## config.mk

```make
export PLATFORM = sky130hd
export DESIGN_NAME = hsms_sequencer
export DESIGN_NICKNAME = d
export VERILOG_FILES = /design/src/inc/hsms_pkg.sv /design/src/hw/hsms_sequencer.sv
export VERILOG_INCLUDE_DIRS = /design/src /design/src/inc
export SDC_FILE = /design/constraint.sdc
export NUM_CORES = 1
export LEC_CHECK = 0
export BUFFER_PORTS_ARGS = -buffer_cell sky130_fd_sc_hd__buf_2
export CORE_UTILIZATION = 58
export CTS_CLUSTER_SIZE = 25
export DETAILED_ROUTE_END_ITERATION = 8
export PLACE_DENSITY_LB_ADDON = 0.15
export SYNTH_ARGS = -nofsm -noshare
export SYNTH_HDL_FRONTEND = slang
export SYNTH_SLANG_ARGS = --single-unit
```

## constraint.sdc

```tcl
create_clock -name clk -period 2.2 [get_ports clk]
set_input_delay 0.33 -clock clk [delete_from_list [all_inputs] [get_ports clk]]
set_output_delay 0.33 -clock clk [all_outputs]
set_load 0.01 [all_outputs]
```

## src/inc/hsms_map.svh

```systemverilog
// timing counts and field widths of the sample mode sequencer
`ifndef HSMS_MAP_SVH
`define HSMS_MAP_SVH
`define HSMS_CLK_HZ 50000000
`define HSMS_TICK_NS 10000
`define HSMS_TICK_CYC ((`HSMS_TICK_NS * (`HSMS_CLK_HZ / 1000000)) / 1000)
`define HSMS_TRIG_TICKS 1
`define HSMS_AWAKE_TICKS 12
`define HSMS_UPD_TICKS 1
`define HSMS_EXT_TICKS 14
`define HSMS_FAST_TICKS 16
`define HSMS_SLOW_HZ 24
`define HSMS_SLOW_TICKS (1000000000 / (`HSMS_SLOW_HZ * `HSMS_TICK_NS))
`define HSMS_POR_NS 1000000
`define HSMS_POR_CYC ((`HSMS_POR_NS / 1000) * (`HSMS_CLK_HZ / 1000000))
`define HSMS_BITS 8
`define HSMS_NULL_CODE 8'h80
`endif

```

## src/inc/hsms_pkg.sv

```systemverilog
// types of the sample mode sequencer
`include "hsms_map.svh"
package hsms_pkg;
    typedef enum logic [1:0] {
        HSMS_SLOW,
        HSMS_FAST,
        HSMS_EXT
    } hsms_mode_t;
    typedef enum logic [1:0] {
        HSMS_SLEEP,
        HSMS_TRIG,
        HSMS_AWAKE,
        HSMS_UPDATE
    } hsms_state_t;
    typedef struct packed {
        logic [`HSMS_BITS-1:0] code;
        logic valid;
        logic awake;
    } hsms_out_t;
endpackage

```

## src/hw/hsms_sequencer.sv

```systemverilog
// sampling sequencer: mode select, conversion timing, output hold
`include "hsms_map.svh"

// How it works
// - a pin held low runs slow low-power sampling at about 24 Hz.
// - a floating pin reads low, so slow mode is the default.
// - a pin held high converts back to back at about 6.25 kHz.
// - in fast mode each conversion spans 16 internal ticks.
// - each pulse from outside starts one conversion, 24 Hz to 7.14 kHz.
// - an externally started conversion spans 14 internal ticks.
// - after the pin rises one tick passes as trigger delay, converter idle.
// - then the device stays awake 12 ticks to acquire and convert.
// - the last tick loads the result into the output and goes to sleep, or in fast mode starts the next conversion.
// - the output is marked invalid until power-on settling time passed.
// - each result is an 8-bit code, output level is code times supply/256.
module hsms_sequencer #(
    parameter int TICK_CYC = `HSMS_TICK_CYC,
    parameter int POR_CYC = `HSMS_POR_CYC,
    parameter int SLOW_TICKS = `HSMS_SLOW_TICKS,
    parameter int MODE_TICKS = 2
) (
    // clock and reset
    input wire logic clk,
    input wire logic rst,
    // control pin, pin_present low means left floating
    input wire logic mode_trigger_pin,
    input wire logic pin_present,
    // converter sample input
    input wire logic [`HSMS_BITS-1:0] sample_code,
    // output stage
    output hsms_pkg::hsms_out_t out_stage,
    output hsms_pkg::hsms_mode_t mode,
    output logic sample_taken
);
    localparam int TW = $clog2(TICK_CYC + 1);
    localparam int SW = $clog2(SLOW_TICKS + 1);
    localparam int PW = $clog2(POR_CYC + 1);

    hsms_pkg::hsms_state_t state_r, state_nxt;
    hsms_pkg::hsms_mode_t mode_r, mode_nxt;
    logic [TW-1:0] tick_cnt_r;
    logic [4:0] step_r, step_nxt;
    logic [SW-1:0] slow_cnt_r;
    logic [PW-1:0] por_cnt_r;
    logic [3:0] high_ticks_r;
    logic pin_prev_r, fast_r;
    logic [`HSMS_BITS-1:0] code_r;
    logic valid_r, awake_r;

    // floating pin reads as low through the pull-down
    wire pin_lvl = pin_present & mode_trigger_pin;
    wire tick = (tick_cnt_r == TW'(TICK_CYC - 1));
    wire rise = pin_lvl & ~pin_prev_r;
    wire por_done = (por_cnt_r == PW'(POR_CYC));
    wire slow_due = (slow_cnt_r == SW'(SLOW_TICKS - 1));
    // pin high for several ticks with no fall means held high
    wire held_high = (high_ticks_r >= 4'(MODE_TICKS));
    wire idle = (state_r == hsms_pkg::HSMS_SLEEP);
    wire in_update = (state_r == hsms_pkg::HSMS_UPDATE);
    wire mode_is_fast = (mode_r == hsms_pkg::HSMS_FAST);
    // length follows the mode latched at start, so a pin change mid-way
    // cannot move the end point behind the running step count
    wire [4:0] conv_len = mode_is_fast ? 5'(`HSMS_FAST_TICKS) :
        5'(`HSMS_EXT_TICKS);
    wire last = tick & (step_r == conv_len - 5'h01);
    wire done = last & in_update;
    // fast mode chains the next start onto the last update tick: 16 ticks apart
    wire start_ext = idle & rise & ~fast_r;
    wire start_fast = (idle | done) & tick & fast_r & held_high;
    wire start_slow = idle & tick & slow_due & ~pin_lvl;
    wire start = start_ext | start_fast | start_slow;

    always_comb begin
        state_nxt = state_r;
        step_nxt = step_r;
        mode_nxt = mode_r;
        if (start) begin
            state_nxt = hsms_pkg::HSMS_TRIG;
            step_nxt = 5'h00;
            mode_nxt = start_ext ? hsms_pkg::HSMS_EXT :
                       start_fast ? hsms_pkg::HSMS_FAST : hsms_pkg::HSMS_SLOW;
        end else if (!idle && tick) begin
            step_nxt = step_r + 5'h01;
            case (state_r)
                hsms_pkg::HSMS_TRIG: begin
                    state_nxt = hsms_pkg::HSMS_AWAKE;
                end
                hsms_pkg::HSMS_AWAKE: begin
                    if (step_r == 5'(`HSMS_AWAKE_TICKS)) begin
                        state_nxt = hsms_pkg::HSMS_UPDATE;
                    end
                end
                hsms_pkg::HSMS_UPDATE: begin
                    if (last) begin
                        state_nxt = hsms_pkg::HSMS_SLEEP;
                    end
                end
                default: begin
                    state_nxt = hsms_pkg::HSMS_SLEEP;
                end
            endcase
        end
    end

    // free-running internal clock divider
    always_ff @(posedge clk) begin
        if (rst) begin
            tick_cnt_r <= '0;
        end else begin
            tick_cnt_r <= tick ? '0 : tick_cnt_r + TW'(1);
        end
    end

    // reset level matches the pulled-down pin, so no false edge
    always_ff @(posedge clk) begin
        if (rst) begin
            pin_prev_r <= 1'b0;
        end else begin
            pin_prev_r <= pin_lvl;
        end
    end

    always_ff @(posedge clk) begin
        if (rst) begin
            state_r <= hsms_pkg::HSMS_SLEEP;
        end else begin
            state_r <= state_nxt;
        end
    end

    always_ff @(posedge clk) begin
        if (rst) begin
            step_r <= 5'h00;
        end else begin
            step_r <= step_nxt;
        end
    end

    // mode of the running or last conversion
    always_ff @(posedge clk) begin
        if (rst) begin
            mode_r <= hsms_pkg::HSMS_SLOW;
        end else begin
            mode_r <= mode_nxt;
        end
    end

    // held-high detector, cleared by any low level
    always_ff @(posedge clk) begin
        if (rst || !pin_lvl) begin
            high_ticks_r <= 4'h0;
        end else if (tick && !held_high) begin
            high_ticks_r <= high_ticks_r + 4'h1;
        end
    end

    // fast mode is entered only between conversions
    always_ff @(posedge clk) begin
        if (rst || !pin_lvl) begin
            fast_r <= 1'b0;
        end else if (held_high && idle) begin
            fast_r <= 1'b1;
        end
    end

    // slow-mode sleep timer counts whole ticks
    always_ff @(posedge clk) begin
        if (rst || start) begin
            slow_cnt_r <= '0;
        end else if (tick && !slow_due) begin
            slow_cnt_r <= slow_cnt_r + SW'(1);
        end
    end

    // power-on settling gate
    always_ff @(posedge clk) begin
        if (rst) begin
            por_cnt_r <= '0;
        end else if (!por_done) begin
            por_cnt_r <= por_cnt_r + PW'(1);
        end
    end

    // result register: loaded only in the last update tick, held otherwise
    always_ff @(posedge clk) begin
        if (rst) begin
            code_r <= `HSMS_NULL_CODE;
        end else if (done) begin
            code_r <= sample_code;
        end
    end

    // a result finished before settling stays marked invalid
    always_ff @(posedge clk) begin
        if (rst) begin
            valid_r <= 1'b0;
        end else if (done) begin
            valid_r <= por_done;
        end
    end

    // taken from the next state so it lines up with the state register
    always_ff @(posedge clk) begin
        if (rst) begin
            awake_r <= 1'b0;
        end else begin
            awake_r <= (state_nxt == hsms_pkg::HSMS_AWAKE);
        end
    end

    always_ff @(posedge clk) begin
        if (rst) begin
            sample_taken <= 1'b0;
        end else begin
            sample_taken <= done;
        end
    end

    assign out_stage = '{code: code_r, valid: valid_r, awake: awake_r};
    assign mode = mode_r;
endmodule

```

==> flow_summary.ini <==
[outcome]
outcome = complete, no violations

[pwr]
p_seq_share_pct = 57.1
p_sw_share_pct = 22.85
p_sw_mw = 0.4749
comb_power_share_pct = 4.3
leakage_nw = 1.280
power_density_mw_per_mm2 = 631.0
peakVddDrop_mv = 0.4308
clkPwrFrac_pct = 38.6
p_int_mw = 1.604

[routing]
ant_nets = 0
routed_wl_mm = 5.302
drc = 0
drt_iter0_drc = 153
dr.pass1.iters = 4
wl_per_cell_um = 12.22
vias = 2295
vias_per_cell = 5.288

[final_layout]
final_net_count = 384
stdcell_area_mm2 = 0.003294
fill_cells = 375
area_delta_synth_final_pct = 15.18
diodes = 0
drive_gt1_share_pct = 17.17

[hold_path]
min_path_type = input pin to register

[floorplan]
die_area_mm2 = 0.005216
start_util_pct = 60.56
rows = 25
die_x_um = 72.23
core_mm2 = 0.004723
die_y_um = 72.23
top_level_ports = 25

[yosys]
netlist_instances = 324
syn_nets = 345
async_reset_ff_share_pct = 0
netlist_area_mm2 = 0.002860
synth_edf_count = 0
synth-seq-area-share_pct = 44.79
avgSynthCellArea_um2 = 8.828
synth.distinct_cells = 47
yosys_register_bits = 64
yosysWarnings = 0
synthFlopType = dfxtp_1

[clocking]
cts_hold_buf = 0
root_buffer = clkbuf_8
cts_buffer_depth = 2
cts_tree = done
clk_latency_ns = 0.33
ctsHtreeMaxLevel = 3
cts.clk_slew.worst_paths_ns = 0.06
cts_buffers = 9
cts_sinks = 64

[timing]
slew_headroom_pct = 57.98
setup_viol = 0
tightest_slew_ns = 0.6216
skew_ns = 0.002594
drv_slew = 0
finalHoldViolations = 0
max_freq_mhz = 487.6
fin_crit_sh_pct = 93.22
rsz0062_at_grt = no
fin_crit_ns = 2.051
timing.setup.tns_ns = 0

[place]
gp_congestion = 0.7517
dp_hpwl_mm = 3.649
placed_area_mm2 = 0.003127
port_buffers = 24

[setup_path]
r2r_setup_slack_ns = 0.15
start_kind = register
path_delay_family = simple AND/OR/NAND/NOR gates
cp.buffers_inverters = 1
slowest_stage = or4_4
r2r_end = slow_cnt_r[1]
crit_start = tick_cnt_r[0]
crit_path_end = slow_cnt_r[1]
cp-end-kind = register
crit_arrival_ns = 2.26
regToRegStartpoint = tick_cnt_r[0]
slowest_delay_ns = 0.60
cp_cell_sequence = ha_1, nor4bb_4, nand2b_1, or4_4, a22oi_2, buf_12, a211oi_1
cp.depth = 7
critPathMaxFanout = 20
crit_type = register to register
worstRegToRegCells = 7
required_ns = 2.41

[grt]
grt_pass1_wl_mm = 8.873
grt_max_degree = 40
antenna_found_initial = 0
grt_use_total_pct = 22.01
grt_pass1_vias = 2005
grt_overflow_total = 0

[flow_run]
drv_cap = 0
## how the worst min path moves through the flow
stage                         start              end  slack, ns  depth (start not counted)
global placement          code_r[4]        code_r[4]       0.43                          2
detailed placement        code_r[2]        code_r[2]       0.44                          2
finish               sample_code[7]        code_r[7]       0.22                          3
global route         sample_code[7]        code_r[7]       0.22                          3
floorplan           high_ticks_r[3]  high_ticks_r[3]       0.42                          1
CTS                  sample_code[7]        code_r[7]       0.22                          3
## metrics by stage
step	utilization [%]	std cells	hold WS [ns]	setup WS, ns	power (mW)
2_1_floorplan	-	324	0.4212	0.2261	1.265
3_5_place_dp	66.20	419	0.4403	0.07704	1.299
6_report	69.75	434	0.2231	0.1491	2.079
3_3_place_gp	66.20	419	0.4346	0.1181	1.298
5_1_grt	69.75	434	0.2230	0.01033	2.167
4_1_cts	69.43	434	0.2151	0.06128	2.095
## state kept, by name, indices dropped and copies added, names as in the netlist, 2 cells and up
signal        count
por_cnt_r        16
slow_cnt_r       13
tick_cnt_r        9
code_r            8
step_r            5
high_ticks_r      4
mode              2
state_r           2
## cell usage after synthesis (5+ instances only)
| cell type | instances | area (µm²) |
|---|---|---|
| xnor2_1 | 17 | 148.9 |
| nor2_1 | 50 | 187.7 |
| nand3_1 | 21 | 105.1 |
| buf_4 | 5 | 37.54 |
| nand2_1 | 26 | 97.59 |
| inv_1 | 10 | 37.54 |
| nor3_1 | 18 | 90.09 |
| dfxtp_1 | 64 | 1281 |
| ha_1 | 9 | 112.6 |
| a21oi_1 | 16 | 80.08 |
| xor2_1 | 18 | 157.7 |
| nand4_1 | 9 | 56.30 |
## kinds of logic (layout without fill, tap and decap cells)
logic type               after synthesis  count (layout)  synth area share, %
multiplexers                           4               4                1.400
adder cells (fa/ha/maj)                9               9                3.937
buffers and inverters                 22              65                3.762
flip-flops                            64              64                44.79
AND/OR/NAND/NOR                      158             158                28.43
AO/OA/AOI/OAI                         32              32                6.956
XOR/XNOR                              35              35                10.72
## cell usage in the layout, fill, tap and decap left out, types with 10 or more instances in the layout
cell	Yosys	final
a21oi_1	16	16
buf_2	1	24
buf_4	5	15
dfxtp_1	64	64
inv_1	10	10
nand2_1	26	26
nand3_1	21	21
nor2_1	50	50
nor3_1	18	18
xnor2_1	17	17
xor2_1	18	18
## what timing repair did
| action | CTS | global route |
|---|---|---|
| buffers inserted | 0 | 0 |
| resized for setup | 0 | 2 |
| endpoints found under the hold margin | 0 | 0 |
| setup endpoints to repair | 0 | 20 |
## power groups by stage
stage               clock, mW  combinational [mW]  sequential (mW)
finish                  0.803              0.0891             1.19
global route            0.879              0.0998             1.19
CTS                     0.821              0.0891             1.19
detailed placement          0              0.0882             1.21
global placement            0              0.0876             1.21
floorplan                   0              0.0559             1.21
## routing by layer
layer | global-route usage (%) | wire length (µm) | up-vias
met5 | 0 | 0 | -
met4 | 8.932 | 85 | 0
met3 | 6.806 | 201 | 8
met2 | 34.06 | 2358 | 46
met1 | 28.63 | 2657 | 1044
li1 | - | - | 1197
## tightest hold or removal path: stages
cell     delay, ns
buf_2         0.08
mux2i_1       0.06
nand2_1       0.06
## cell type report
cell class,instances,area [µm²],share of cell area [%]
tap,67,83.83,2.545
inverter,10,37.54,1.139
multi-input combinational,238,1486,45.12
clock buffer,10,127.6,3.874
sequential,64,1281,38.89
timing repair buffer,40,252.7,7.672
clock inverter,5,25.02,0.7596
No activity file was read; power rests on OpenSTA's default activity.
